### src/tbd_pkg.sv
// Constants, register map and types of the touch button decision block
package tbd_pkg;

    // ========================================================
    // Sizes
    localparam int unsigned NSENS = 8;
    localparam int unsigned TICK_W = 12;
    localparam int unsigned CMP_W = 14;

    // ========================================================
    // Register byte offsets
    localparam logic [11:0] OFS_BUTTON_CONFIG = 12'h000;
    localparam logic [11:0] OFS_AVG_FREEZE = 12'h004;
    localparam logic [11:0] OFS_NEG_COMP_THR = 12'h008;
    localparam logic [11:0] OFS_NEG_CNT_LIMIT = 12'h00C;
    localparam logic [11:0] OFS_HYST_PCT = 12'h010;
    localparam logic [11:0] OFS_STUCK_TIMEOUT = 12'h014;
    localparam logic [11:0] OFS_STRONG_MARGIN = 12'h018;
    localparam logic [11:0] OFS_LONG_PRESS = 12'h01C;
    localparam logic [11:0] OFS_THR_LO = 12'h020;
    localparam logic [11:0] OFS_THR_HI = 12'h024;
    localparam logic [11:0] OFS_STATUS = 12'h028;
    localparam logic [11:0] OFS_COMP_COUNT = 12'h02C;

    // ========================================================
    // Field positions of button_config
    localparam int unsigned CFG_TDEB_LSB = 0;
    localparam int unsigned CFG_RDEB_LSB = 2;
    localparam int unsigned CFG_MODE_LSB = 4;
    localparam int unsigned CFG_IRQ_TOUCH = 6;
    localparam int unsigned CFG_IRQ_REL = 7;

    // ========================================================
    // Reset values and hysteresis percentage limit
    localparam logic [7:0] RST_BUTTON_CONFIG = 8'h00;
    localparam logic [7:0] RST_AVG_FREEZE = 8'h50;
    localparam logic [7:0] RST_NEG_COMP_THR = 8'h50;
    localparam logic [7:0] RST_NEG_CNT_LIMIT = 8'h01;
    localparam logic [7:0] RST_HYST_PCT = 8'h0A;
    localparam logic [7:0] RST_STUCK_TIMEOUT = 8'h00;
    localparam logic [7:0] RST_STRONG_MARGIN = 8'h80;
    localparam logic [7:0] RST_LONG_PRESS = 8'h00;
    localparam logic [7:0] RST_TOUCH_THR = 8'h40;
    localparam logic [7:0] PCT_MAX = 8'h64;

    // ========================================================
    // Timing: one-second time base at a 100 ns clock
    localparam longint unsigned ONE_SECOND_NS = 1_000_000_000;
    localparam longint unsigned CLK_PERIOD_NS = 100;
    localparam int unsigned SEC_CYCLES = int'(ONE_SECOND_NS / CLK_PERIOD_NS);

    typedef enum logic [1:0] {
        TBD_MODE_ALL = 2'b00,
        TBD_MODE_FIRST = 2'b01,
        TBD_MODE_STRONG = 2'b10
    } tbd_mode_t;

endpackage

### src/tbd_top.sv
// Per-scan touch and release decision with reporting modes and timers
//
// Contract
// - Touch candidate when ticks exceed threshold plus threshold times hysteresis.
// - Release candidate when ticks fall below threshold minus hysteresis share.
// - One hysteresis percentage serves all eight buttons.
// - Debounce starts on first qualifying tick; code 1 commits on second.
// - Count qualifying samples to touch/release debounce count before deciding.
// - Debounce samples are taken once per scan.
// - Release debounce off releases on first tick below lower level.
// - Report-all mode reports every touched sensor.
// - Report-first reports earliest touch, ignores others until it releases.
// - Report-strongest reports largest signal, switching when overtaken.
// - Interrupt fires on touch, release, or both, as selected.
// - Averaging freezes once the average reaches freeze threshold.
// - Three or more frozen sensors at once start offset compensation.
// - Compensation fetches fresh offset values so idle ticks return near zero.
// - Negative counter reaching limit below negative threshold starts compensation.
// - Stuck timeout releases a held touch; new touch needs real release.
// - Stuck timeout of zero disables stuck release.
// - Strongest margin acts only in report-strongest mode.
// - Challenger wins only when exceeding current strongest by more than the margin.
// - In report-first, analog level returns idle after long-press time.
// - Long-press timer leaves status and general outputs untouched.
// - Debounce code 00 none, 01 two, 10 three, 11 four samples.
// - Hysteresis code is the percentage, 0x00 to 0x64, default 0x0A.
// - Stuck timeout code is whole seconds, zero meaning off.
//
// Local design decisions: the register offsets and the APB interface to the registers.
`timescale 1ns/1ns
module tbd_top
    import tbd_pkg::*;
#(
    parameter int unsigned SEC_LEN = SEC_CYCLES
) (
    input wire logic clk_sys_i,
    input wire logic rst_n_i,
    input wire logic psel_i,
    input wire logic penable_i,
    input wire logic pwrite_i,
    input wire logic [11:0] paddr_i,
    input wire logic [31:0] pwdata_i,
    output logic [31:0] prdata_o,
    output logic pready_o,
    output logic pslverr_o,
    input wire logic scan_valid_i,
    input wire logic [NSENS*TICK_W-1:0] ticks_i,
    input wire logic [NSENS*TICK_W-1:0] average_i,
    output logic [NSENS-1:0] general_outputs_o,
    output logic irq_o,
    output logic [NSENS-1:0] avg_freeze_o,
    output logic comp_start_o,
    output logic aoi_active_o,
    output logic [2:0] aoi_button_o
);

    // ========================================================
    // Helpers
    function automatic logic signed [CMP_W-1:0] sext(
        input logic [TICK_W-1:0] v);
        return $signed({{(CMP_W-TICK_W){v[TICK_W-1]}}, v});
    endfunction

    function automatic logic [CMP_W-1:0] scale4(input logic [7:0] code);
        return {4'h0, code, 2'b00};
    endfunction

    function automatic logic [CMP_W-1:0] pct_of(input logic [7:0] thr,
                                                input logic [7:0] pct);
        logic [17:0] prod;
        logic [7:0] p;
        p = (pct > PCT_MAX) ? PCT_MAX : pct;
        prod = 18'({thr, 2'b00}) * 18'(p);
        return CMP_W'(prod / 18'd100);
    endfunction

    function automatic logic [2:0] first_idx(input logic [NSENS-1:0] v);
        logic [2:0] r;
        r = 3'd0;
        for (int k = NSENS - 1; k >= 0; k--) begin
            if (v[k]) begin
                r = 3'(k);
            end
        end
        return r;
    endfunction

    // ========================================================
    // Registers
    logic [7:0] cfg_q, avg_thr_q, neg_thr_q, neg_lim_q, hyst_q;
    logic [7:0] stuck_to_q, margin_q, long_q;
    logic [7:0] thr_q [NSENS];
    logic [15:0] comp_cnt_q;
    logic [31:0] prdata_q;
    logic pready_q, pslverr_q;
    logic [NSENS-1:0] touched_q, touched_d, stuck_q, stuck_d;
    logic [NSENS-1:0] rep_q, rep_d, freeze_q;
    logic [1:0] deb_q [NSENS];
    logic [1:0] deb_d [NSENS];
    logic [7:0] neg_q [NSENS];
    logic [7:0] neg_d [NSENS];
    logic [7:0] sec_q [NSENS];
    logic [2:0] strong_q, strong_d;
    logic [31:0] tb_q;
    logic sec_tick;
    logic [7:0] lp_q;
    logic irq_q, comp_q, aoi_act_q;
    logic [2:0] aoi_idx_q;
    logic [3:0] frozen_now, frozen_q;
    logic neg_fire;
    tbd_mode_t mode;

    assign mode = tbd_mode_t'(cfg_q[CFG_MODE_LSB +: 2]);

    // ========================================================
    // APB slave, no wait states: pready rises in the first access cycle
    logic wr_en, unmapped;
    logic [31:0] rd_mux;

    assign wr_en = psel_i & penable_i & pwrite_i & pready_q;

    always_comb begin
        unmapped = 1'b0;
        rd_mux = 32'h0000_0000;
        unique case (paddr_i)
            OFS_BUTTON_CONFIG: rd_mux = {24'h00_0000, cfg_q};
            OFS_AVG_FREEZE: rd_mux = {24'h00_0000, avg_thr_q};
            OFS_NEG_COMP_THR: rd_mux = {24'h00_0000, neg_thr_q};
            OFS_NEG_CNT_LIMIT: rd_mux = {24'h00_0000, neg_lim_q};
            OFS_HYST_PCT: rd_mux = {24'h00_0000, hyst_q};
            OFS_STUCK_TIMEOUT: rd_mux = {24'h00_0000, stuck_to_q};
            OFS_STRONG_MARGIN: rd_mux = {24'h00_0000, margin_q};
            OFS_LONG_PRESS: rd_mux = {24'h00_0000, long_q};
            OFS_THR_LO: rd_mux = {thr_q[3], thr_q[2], thr_q[1], thr_q[0]};
            OFS_THR_HI: rd_mux = {thr_q[7], thr_q[6], thr_q[5], thr_q[4]};
            OFS_STATUS: rd_mux = {8'h00, freeze_q, touched_q, rep_q};
            OFS_COMP_COUNT: rd_mux = {16'h0000, comp_cnt_q};
            default: unmapped = 1'b1;
        endcase
    end

    always_ff @(posedge clk_sys_i) begin
        if (!rst_n_i) begin
            pready_q <= 1'b0;
            pslverr_q <= 1'b0;
            prdata_q <= 32'h0000_0000;
        end else begin
            pready_q <= psel_i & ~penable_i;
            pslverr_q <= psel_i & ~penable_i & unmapped;
            prdata_q <= (psel_i & ~penable_i & ~pwrite_i) ? rd_mux
                                                          : 32'h0000_0000;
        end
    end

    always_ff @(posedge clk_sys_i) begin
        if (!rst_n_i) begin
            cfg_q <= RST_BUTTON_CONFIG;
            avg_thr_q <= RST_AVG_FREEZE;
            neg_thr_q <= RST_NEG_COMP_THR;
            neg_lim_q <= RST_NEG_CNT_LIMIT;
            hyst_q <= RST_HYST_PCT;
            stuck_to_q <= RST_STUCK_TIMEOUT;
            margin_q <= RST_STRONG_MARGIN;
            long_q <= RST_LONG_PRESS;
            for (int i = 0; i < NSENS; i++) begin
                thr_q[i] <= RST_TOUCH_THR;
            end
        end else if (wr_en) begin
            unique case (paddr_i)
                OFS_BUTTON_CONFIG: cfg_q <= pwdata_i[7:0];
                OFS_AVG_FREEZE: avg_thr_q <= pwdata_i[7:0];
                OFS_NEG_COMP_THR: neg_thr_q <= pwdata_i[7:0];
                OFS_NEG_CNT_LIMIT: neg_lim_q <= pwdata_i[7:0];
                OFS_HYST_PCT: hyst_q <= pwdata_i[7:0];
                OFS_STUCK_TIMEOUT: stuck_to_q <= pwdata_i[7:0];
                OFS_STRONG_MARGIN: margin_q <= pwdata_i[7:0];
                OFS_LONG_PRESS: long_q <= pwdata_i[7:0];
                OFS_THR_LO: begin
                    for (int i = 0; i < 4; i++) begin
                        thr_q[i] <= pwdata_i[8*i +: 8];
                    end
                end
                OFS_THR_HI: begin
                    for (int i = 0; i < 4; i++) begin
                        thr_q[i+4] <= pwdata_i[8*i +: 8];
                    end
                end
                default: ;
            endcase
        end
    end

    // ========================================================
    // One-second time base
    assign sec_tick = (tb_q == SEC_LEN - 1);

    always_ff @(posedge clk_sys_i) begin
        if (!rst_n_i) begin
            tb_q <= 32'h0000_0000;
        end else begin
            tb_q <= sec_tick ? 32'h0000_0000 : tb_q + 32'h0000_0001;
        end
    end

    // ========================================================
    // Per-sensor touch and release decision
    always_comb begin
        logic signed [CMP_W-1:0] tk, hi, lo, neg_lvl;
        logic [CMP_W-1:0] h;
        logic [2:0] need_t, need_r, cnt1;
        tk = '0;
        hi = '0;
        lo = '0;
        h = '0;
        need_t = 3'd0;
        need_r = 3'd0;
        cnt1 = 3'd0;
        neg_fire = 1'b0;
        neg_lvl = -$signed(scale4(neg_thr_q));
        touched_d = touched_q;
        stuck_d = stuck_q;
        for (int i = 0; i < NSENS; i++) begin
            deb_d[i] = deb_q[i];
            neg_d[i] = neg_q[i];
            tk = sext(ticks_i[i*TICK_W +: TICK_W]);
            h = pct_of(thr_q[i], hyst_q);
            hi = $signed(scale4(thr_q[i]) + h);
            lo = $signed(scale4(thr_q[i]) - h);
            need_t = {1'b0, cfg_q[CFG_TDEB_LSB +: 2]} + 3'd1;
            need_r = {1'b0, cfg_q[CFG_RDEB_LSB +: 2]} + 3'd1;
            cnt1 = {1'b0, deb_q[i]} + 3'd1;
            if (touched_q[i] && stuck_to_q != 8'h00 &&
                sec_q[i] >= stuck_to_q) begin
                touched_d[i] = 1'b0;
                stuck_d[i] = 1'b1;
                deb_d[i] = 2'd0;
            end else if (scan_valid_i) begin
                if (stuck_q[i]) begin
                    if (tk < lo) begin
                        stuck_d[i] = 1'b0;
                    end
                end else if (touched_q[i]) begin
                    if (tk < lo) begin
                        if (cnt1 >= need_r) begin
                            touched_d[i] = 1'b0;
                            deb_d[i] = 2'd0;
                        end else begin
                            deb_d[i] = cnt1[1:0];
                        end
                    end else begin
                        deb_d[i] = 2'd0;
                    end
                end else if (tk > hi) begin
                    if (cnt1 >= need_t) begin
                        touched_d[i] = 1'b1;
                        deb_d[i] = 2'd0;
                    end else begin
                        deb_d[i] = cnt1[1:0];
                    end
                end else begin
                    deb_d[i] = 2'd0;
                end
                if (tk < neg_lvl) begin
                    neg_d[i] = (neg_q[i] == 8'hFF) ? neg_q[i]
                                                   : neg_q[i] + 8'd1;
                    if (neg_d[i] >= neg_lim_q) begin
                        neg_fire = 1'b1;
                    end
                end else begin
                    neg_d[i] = 8'd0;
                end
            end
        end
    end

    always_ff @(posedge clk_sys_i) begin
        if (!rst_n_i) begin
            touched_q <= '0;
            stuck_q <= '0;
            for (int i = 0; i < NSENS; i++) begin
                deb_q[i] <= 2'd0;
                neg_q[i] <= 8'd0;
            end
        end else begin
            touched_q <= touched_d;
            stuck_q <= stuck_d;
            for (int i = 0; i < NSENS; i++) begin
                deb_q[i] <= deb_d[i];
                // Compensation restarts every negative count
                neg_q[i] <= comp_q ? 8'd0 : neg_d[i];
            end
        end
    end

    // Hold time of each touch, saturating at 255 s
    always_ff @(posedge clk_sys_i) begin
        if (!rst_n_i) begin
            for (int i = 0; i < NSENS; i++) begin
                sec_q[i] <= 8'd0;
            end
        end else begin
            for (int i = 0; i < NSENS; i++) begin
                if (touched_d[i] && !touched_q[i]) begin
                    sec_q[i] <= 8'd0;
                end else if (touched_q[i] && sec_tick &&
                             sec_q[i] != 8'hFF) begin
                    sec_q[i] <= sec_q[i] + 8'd1;
                end
            end
        end
    end

    // ========================================================
    // Reporting modes
    always_comb begin
        logic signed [CMP_W-1:0] best_v, cur_v, cand_v;
        logic [2:0] best;
        best = 3'd0;
        best_v = '0;
        cand_v = '0;
        rep_d = '0;
        strong_d = strong_q;
        cur_v = sext(ticks_i[strong_q*TICK_W +: TICK_W]);
        for (int i = 0; i < NSENS; i++) begin
            cand_v = sext(ticks_i[i*TICK_W +: TICK_W]);
            if (touched_d[i] && (rep_d == '0 || cand_v > best_v)) begin
                best = 3'(i);
                best_v = cand_v;
                rep_d = '0;
                rep_d[i] = 1'b1;
            end
        end
        rep_d = '0;
        unique case (mode)
            TBD_MODE_FIRST: begin
                if ((rep_q & touched_d) != '0) begin
                    rep_d = rep_q;
                end else if (rep_q == '0 &&
                             (touched_d & ~touched_q) != '0) begin
                    rep_d[first_idx(touched_d & ~touched_q)] = 1'b1;
                end
            end
            TBD_MODE_STRONG: begin
                if ((rep_q & touched_d) != '0) begin
                    // Margin only damps switching away from the holder
                    if (best_v > cur_v + $signed({6'h00, margin_q})) begin
                        strong_d = best;
                    end
                end else if (touched_d != '0) begin
                    strong_d = best;
                end
                if (touched_d != '0) begin
                    rep_d[strong_d] = 1'b1;
                end
            end
            default: rep_d = touched_d;
        endcase
    end

    always_ff @(posedge clk_sys_i) begin
        if (!rst_n_i) begin
            rep_q <= '0;
            strong_q <= 3'd0;
            irq_q <= 1'b0;
        end else begin
            rep_q <= rep_d;
            strong_q <= strong_d;
            irq_q <= (cfg_q[CFG_IRQ_TOUCH] && (rep_d & ~rep_q) != '0) ||
                     (cfg_q[CFG_IRQ_REL] && (rep_q & ~rep_d) != '0);
        end
    end

    // ========================================================
    // Averaging freeze and offset compensation triggers
    always_comb begin
        frozen_now = 4'd0;
        for (int i = 0; i < NSENS; i++) begin
            if (sext(average_i[i*TICK_W +: TICK_W]) >=
                $signed(scale4(avg_thr_q))) begin
                frozen_now = frozen_now + 4'd1;
            end
        end
    end

    always_ff @(posedge clk_sys_i) begin
        if (!rst_n_i) begin
            freeze_q <= '0;
            frozen_q <= 4'd0;
            comp_q <= 1'b0;
            comp_cnt_q <= 16'h0000;
        end else begin
            for (int i = 0; i < NSENS; i++) begin
                freeze_q[i] <= sext(average_i[i*TICK_W +: TICK_W]) >=
                               $signed(scale4(avg_thr_q));
            end
            if (scan_valid_i) begin
                frozen_q <= frozen_now;
            end
            // Edge on the count so a long touch does not retrigger
            comp_q <= (scan_valid_i && frozen_now >= 4'd3 &&
                       frozen_q < 4'd3) || neg_fire;
            if (comp_q) begin
                comp_cnt_q <= comp_cnt_q + 16'h0001;
            end
        end
    end

    // ========================================================
    // Analog level selection with long-press cut-off
    always_ff @(posedge clk_sys_i) begin
        if (!rst_n_i) begin
            lp_q <= 8'd0;
            aoi_act_q <= 1'b0;
            aoi_idx_q <= 3'd0;
        end else begin
            if (rep_d != rep_q) begin
                lp_q <= 8'd0;
            end else if (rep_q != '0 && sec_tick && lp_q != 8'hFF) begin
                lp_q <= lp_q + 8'd1;
            end
            aoi_idx_q <= first_idx(rep_d);
            aoi_act_q <= rep_d != '0 &&
                         !(mode == TBD_MODE_FIRST && long_q != 8'h00 &&
                           rep_d == rep_q && lp_q >= long_q);
        end
    end

    assign prdata_o = prdata_q;
    assign pready_o = pready_q;
    assign pslverr_o = pslverr_q;
    assign general_outputs_o = rep_q;
    assign irq_o = irq_q;
    assign avg_freeze_o = freeze_q;
    assign comp_start_o = comp_q;
    assign aoi_active_o = aoi_act_q;
    assign aoi_button_o = aoi_idx_q;

endmodule

### config.mk
export PLATFORM = sky130hd
export DESIGN_NAME = tbd_top
export DESIGN_NICKNAME = d
export VERILOG_FILES = /design/src/tbd_pkg.sv /design/src/tbd_top.sv
export SDC_FILE = /design/constraint.sdc
export NUM_CORES = 2
export LEC_CHECK = 0
export BUFFER_PORTS_ARGS = -buffer_cell sky130_fd_sc_hd__buf_4
export CORE_AREA = 3 3 396 496
export CTS_CLUSTER_DIAMETER = 100
export DETAILED_ROUTE_END_ITERATION = 7
export DIE_AREA = 0 0 399 499
export REMOVE_ABC_BUFFERS = 1
export SLEW_MARGIN = 20
export SYNTH_ARGS = -nofsm -noshare
export SYNTH_HDL_FRONTEND = slang
export SYNTH_SLANG_ARGS = --single-unit
### constraint.sdc
create_clock -name clk_sys_i -period 36.3 [get_ports clk_sys_i]
set_clock_uncertainty 0.05 [all_clocks]
set_input_delay 3.63 -clock clk_sys_i [delete_from_list [all_inputs] [get_ports clk_sys_i]]
set_output_delay 3.63 -clock clk_sys_i [all_outputs]
set_load 0.02 [all_outputs]
### Yosys cells after proc, flatten, opt, wreduce, memory -nomap -nowiden

Memory sizes are Yosys's and may differ from the RTL's.
Index checks and enable logic that the tools add are counted.

* register bits after elaboration: 199
* bits in writable memories: 208
* input bits: 242
* word-level logic and storage cells: 798
* memory bits (read-only): 0
* latch bits: 0
* memories: 4

* add/subtract/negate cells: 54
* bitwise gates (word level): 56
* magnitude comparators: 80
* div/mod/pow operators: 8
* shift operators: 1
* equal/unequal tests: 33
* muxes and demuxes: 401
* multipliers: 9
* reductions and logical operators: 119

Memory list
* neg_q: depth 8, bits a word 8, read ports 8, clocked after Yosys merged registers in 0, wr ports 8, RTL line tbd_top.sv:100 `logic [7:0] neg_q [NSENS];`
* sec_q: depth 8, bits a word 8, read ports 8, clocked after Yosys merged registers in 0, wr ports 8, RTL line tbd_top.sv:102 `logic [7:0] sec_q [NSENS];`
* thr_q: depth 8, bits a word 8, read ports 8, clocked after Yosys merged registers in 0, wr ports 8, RTL line tbd_top.sv:92 `logic [7:0] thr_q [NSENS];`
* deb_q: depth 8, bits a word 2, read ports 8, clocked after Yosys merged registers in 0, wr ports 8, RTL line tbd_top.sv:98 `logic [1:0] deb_q [NSENS];`

Operator list (count)
* $mux W8: 82
* $pmux W32 S12: 1
* $lt A12 B14 Y1: 16
* $gt A12 B14 Y1: 15
* $mux W1: 201
* $mux W2: 74
* $div A18 B7 Y18 const B: 8
* $add A8 B1 Y8 const B: 17
* $ge A8 B8 Y1: 17
* $mul A8 B8 Y16: 8
* $add A10 B14 Y14: 8
* $mux W14: 8
* $sub A10 B14 Y14: 8
* $ge A12 B11 Y1: 8
* $shiftx A96 B8 Y12: 1
* $mux W3: 25
* $ne A8 B8 Y1 const B: 9
* $reduce_bool A8 Y1: 9
* $eq A8 B8 Y1 const B: 8
* $logic_not A8 Y1: 8
* $logic_and A1 B1 Y1: 60
* $eq A12 B5 Y1 const B: 4
* $eq A12 B6 Y1 const B: 4
* $ge A3 B3 Y1: 16
* 37 further kinds: 146

### Depth between registers and ports, before layout

* word-level depth: 57
* depth in mapped cells: 247
* depth with buffers taken out: 230

### Worst setup path before layout

Ideal clock, no wire load.

* kind: register to register
* start: register hyst_q[1]
* end: register aoi_act_q, in the netlist aoi_active_o
* data arrival time: 36.338 ns
* library setup time: 0.138 ns
* path slack: -0.225 ns
* stages on the path, launching flop included: 236
* path through: dfxtp_1 clkbuf_1 o21ai_0 nand2_1 a31oi_1 clkbuf_1 and2_0 clkbuf_1 nand2_1 fa_1 inv_1 fa_1 fa_1 inv_1 fa_1 inv_1 ha_1 o21ai_0 [200 not listed] nor2b_1 o21ai_0 a21oi_1 a21oi_1 a21oi_1 nand4b_1 o21ai_0 nor2b_1 a22oi_1 nor2_1 a21oi_1 inv_1 ha_1 nand4_1 nor2_1 nand3_1 o21ai_0 a31oi_1

* cells in the longest elaborated chain, start to end: 55
* elaborated cells on any way between the ends: 190
* classes of those cells: add/sub (16); mul (8); div (8); order compare (29); eq/ne (1); mux (94); bitwise (2); reduce/logical (32)

RTL lines
* start: declaration: RTL line tbd_top.sv:90 `logic [7:0] cfg_q, avg_thr_q, neg_thr_q, neg_lim_q, hyst_q;`
* start signal: assignment: RTL line tbd_top.sv:174 `OFS_HYST_PCT: hyst_q <= pwdata_i[7:0];`
* $gt A8 B7 Y1: RTL line tbd_top.sv:72 `p = (pct > PCT_MAX) ? PCT_MAX : pct;`
* $mux W8 *: RTL line tbd_top.sv:72
* $mul A8 B8 Y16: RTL line tbd_top.sv:73 `prod = 18'({thr, 2'b00}) * 18'(p);`
* $div A18 B7 Y18: RTL line tbd_top.sv:74 `return CMP_W'(prod / 18'd100);`
* $add A10 B14 Y14 or $sub A10 B14 Y14 (tied branches): RTL line tbd_top.sv:227, tbd_top.sv:228
* $gt A12 B14 Y1 or $lt A12 B14 Y1 (tied branches): RTL line tbd_top.sv:253, tbd_top.sv:243
* $mux W1 (on tied branches): RTL line tbd_top.sv:253, tbd_top.sv:243
* $mux W1: RTL line tbd_top.sv:242 `end else if (touched_q[i]) begin`
* [40 not listed]
* $mux W8: RTL line tbd_top.sv:352 `if (touched_d != '0) begin`
* $pmux W8 S2 *: RTL line tbd_top.sv:334 `unique case (mode)`
* named net rep_d[1]: RTL line tbd_top.sv:97 `logic [NSENS-1:0] rep_q, rep_d, freeze_q;`
* $eq A8 B8 Y1: RTL line tbd_top.sv:424 `rep_d == rep_q && lp_q >= long_q);`
* $logic_and A1 B1 Y1: RTL line tbd_top.sv:423 `!(mode == TBD_MODE_FIRST && long_q != 8'h00 &&`
* $logic_and A1 B1 Y1: RTL line tbd_top.sv:424
* $logic_not A1 Y1: RTL line tbd_top.sv:423
* $logic_and A1 B1 Y1 *: RTL line tbd_top.sv:422 `aoi_act_q <= rep_d != '0 &&`
* end signal: assignment: RTL line tbd_top.sv:422
* end: declaration: RTL line tbd_top.sv:107 `logic irq_q, comp_q, aoi_act_q;`

Mark *: on every way through the listed nets, which the timed path passes. The rest lies on a longest branch. The select of a mux whose other input is x is not followed.
A chain may end at the register's enable or synchronous reset.

### Worst setup path after layout

* start: register hyst_q[0]
* end: register aoi_act_q, in the netlist aoi_active_o

The elaborated chain is that of the path after synthesis.

==> results_dict.tcl <==
set metrics [dict create \
    setup_viol 0 \
    htreeDepth 2 \
    final_common_cell "ha_1" \
    wl_per_cell_um 22.65 \
    dieHeight_um 499 \
    cts.sinks 407 \
    yosys.area.top_type "ha_1" \
    synth_enable_flop_cells 128 \
    hold_viol_final 0 \
    cts_buffer_depth 3 \
    reg2reg_depth 216 \
    post-route-min-period_ns 34.24 \
    placed_area_um2 82840 \
    tightest_slew_ns 1.192 \
    overflow 0 \
    ioPinCount 298 \
    setup_tns_ns 0 \
    min_period_over_period 0.9432 \
    path_max_fanout 8 \
    hold_path.class "reg2reg" \
    tritoncts "yes" \
    synth_cell_types 167 \
    num_vias 77140 \
    dieWidth_um 399 \
    cts_made_buffers 55 \
    wl_um 289700 \
    synthCells 9754 \
    drtAntennaViolNets 0 \
    syn_avg_cell_area_um2 7.851 \
    hpwl_um 229900 \
    holdBufCountCts 0 \
    register_area_um2 9434 \
    grt_pass1_vias 73920 \
    ys_ff_latch 407 \
    cap_violations 0 \
    die_area_um2 199100 \
    antenna_found_initial 35 \
    num-fill-cells 19100 \
    finalNetCount 11840 \
    synth_warnings 0 \
    start_util 0.3986 \
    grt.total_usage 0.2760 \
    via_per_inst 6.032 \
    relSlewSlack 0.2039 \
    place_inst 12600 \
    final_cell_mix "1,122 x ha_1, 792 x nand2_1, 761 x nor2_1" \
    drt_iter0_markers 6262 \
    design_area_um2 86570 \
    ys_top_cells_by_area "ha_1 18%, fa_1 7.8%, dfxtp_1 7.3%" \
    path_clk_slew_ns 0.06 \
    first_pass_iters 7 \
    multi_input_area_um2 64260 \
    max_stage_delay_ns 0.66 \
    instances_no_fill 12790 \
    synthArstFlopShare 0 \
    cpMaxStageDelayCell "or3b_2" \
    critPathKind "reg2reg" \
    cp-start-kind "register" \
    core_area_um2 192100 \
    syn_to_final_growth_pct 13.05 \
    crit_path_end_kind "register" \
    grt_pass1_wl_um 432700 \
    rows 180 \
    root_buffer "clkbuf_16" \
    final_max_slew_viol_count 0 \
    crit_required_ns 36.80 \
    grt_max_degree 138 \
    whs_path_depth 2 \
    clock_latency_ns 0.70 \
    final_util 0.4506 \
    arrival_ns 34.74 \
    drive_above_1_share 0.1245 \
    fmax_mhz 29.21 \
    gp_congestion 0.9834 \
    worst_path_most_repeated_cell "o21ai_1" \
    synth-main-ff-cell "dfxtp_1" \
    synth_top_area_share 0.1843 \
    drcViolationCount 0 \
    synth-seq-area-share 0.1231 \
    status "completed" \
    netlist_area_um2 76580 \
    io_buffer_count 297 \
]
==> Yosys cell counts, types with 78 or more instances <==
cell and number:
ha_1 1128, nand2_1 801, nor2_1 776, inv_1 743
a21oi_1 627, o21ai_0 519, xnor2_1 330, fa_1 297
dfxtp_1 279, and3_1 273, nand3_1 267, clkbuf_1 241
nor2b_1 226, nand2b_1 218, and2_1 202, nor3_1 194
xor2_1 156, a21o_1 146, edfxtp_1 128, nand4_1 126
o21a_1 113, mux2i_1 107, a22oi_1 102, a31oi_1 100
a211oi_1 93, o211ai_1 86, nor4_1 78
==> stage by stage <==
stage                     hold slack (ns)  worst slack, ns
after detailed placement           0.4239         -0.09391
after global routing               0.4542          -0.3724
after floorplan                    0.3914           -7.360
after CTS                          0.4336         0.006438
final                              0.4342            2.062
after global placement             0.4132           0.1770
==> flip-flops by register name, indices dropped and copies added, names as in the netlist, 16 cells and up <==
register / flops
neg_q: 64
sec_q: 64
thr_q: 64
prdata_o: 32
tb_q: 32
comp_cnt_q: 16
deb_q: 16
==> final timing paths <==
check / from / end / slack [ns]
worst min register to register: stuck_q[3] / stuck_q[3] / 0.43
worst min-delay path: stuck_q[3] / stuck_q[3] / 0.43
worst max-delay path: hyst_q[0] / aoi_active_o / 2.06
worst max register to register: hyst_q[0] / aoi_active_o / 2.06
==> layout make-up <==
class,count,share of cell area
Antenna cell,18,0.0005203
Clock buffer,73,0.01814
Clock inverter,30,0.004133
Inverter,758,0.03301
Multi-Input combinational cell,8328,0.7423
Sequential cell,407,0.1090
Tap cell,2548,0.03683
Timing Repair Buffer,627,0.05615
==> worst max-delay path, delay by kind of cell, from the launching register on <==
kind | cells | cell delay [ns]
adder cells (fa/ha/maj) | 16 | 5.24
XOR/XNOR | 3 | 0.45
buffers and inverters | 17 | 1.78
flip-flops | 1 | 0.32
multiplexers | 4 | 1.05
AO/OA/AOI/OAI | 108 | 17.26
AND/OR/NAND/NOR | 68 | 7.85
==> repair_timing <==
action / 4_1_cts / 5_1_grt
gates resized for setup: 6 / 291
gates cloned: 0 / 4
setup buffers: 1 / 62
pin swaps: 0 / 95
setup endpoints to repair: 10 / 24
==> kinds of logic after synthesis <==
group | share of synthesized area
compound gates | 0.2408
xor+xnor | 0.05686
fa+ha+maj | 0.2638
buf+inv | 0.05658
flops | 0.1231
mux | 0.02908
other cells | 0.00009807
simple gates | 0.2296
==> routing by layer <==
layer | part of all wire | track usage | routed length [µm] | vias up
li1 | - | - | - | 36280
met1 | 0.41 | 0.3505 | 117900 | 37300
met2 | 0.46 | 0.4584 | 132200 | 2933
met3 | 0.092 | 0.05785 | 26670 | 606
met4 | 0.044 | 0.1012 | 12820 | 22
met5 | 0.00051 | 0 | 149 | -
Power is not shown: default switching activity piles up to over one toggle a cycle in this logic, so the estimate is an artifact.
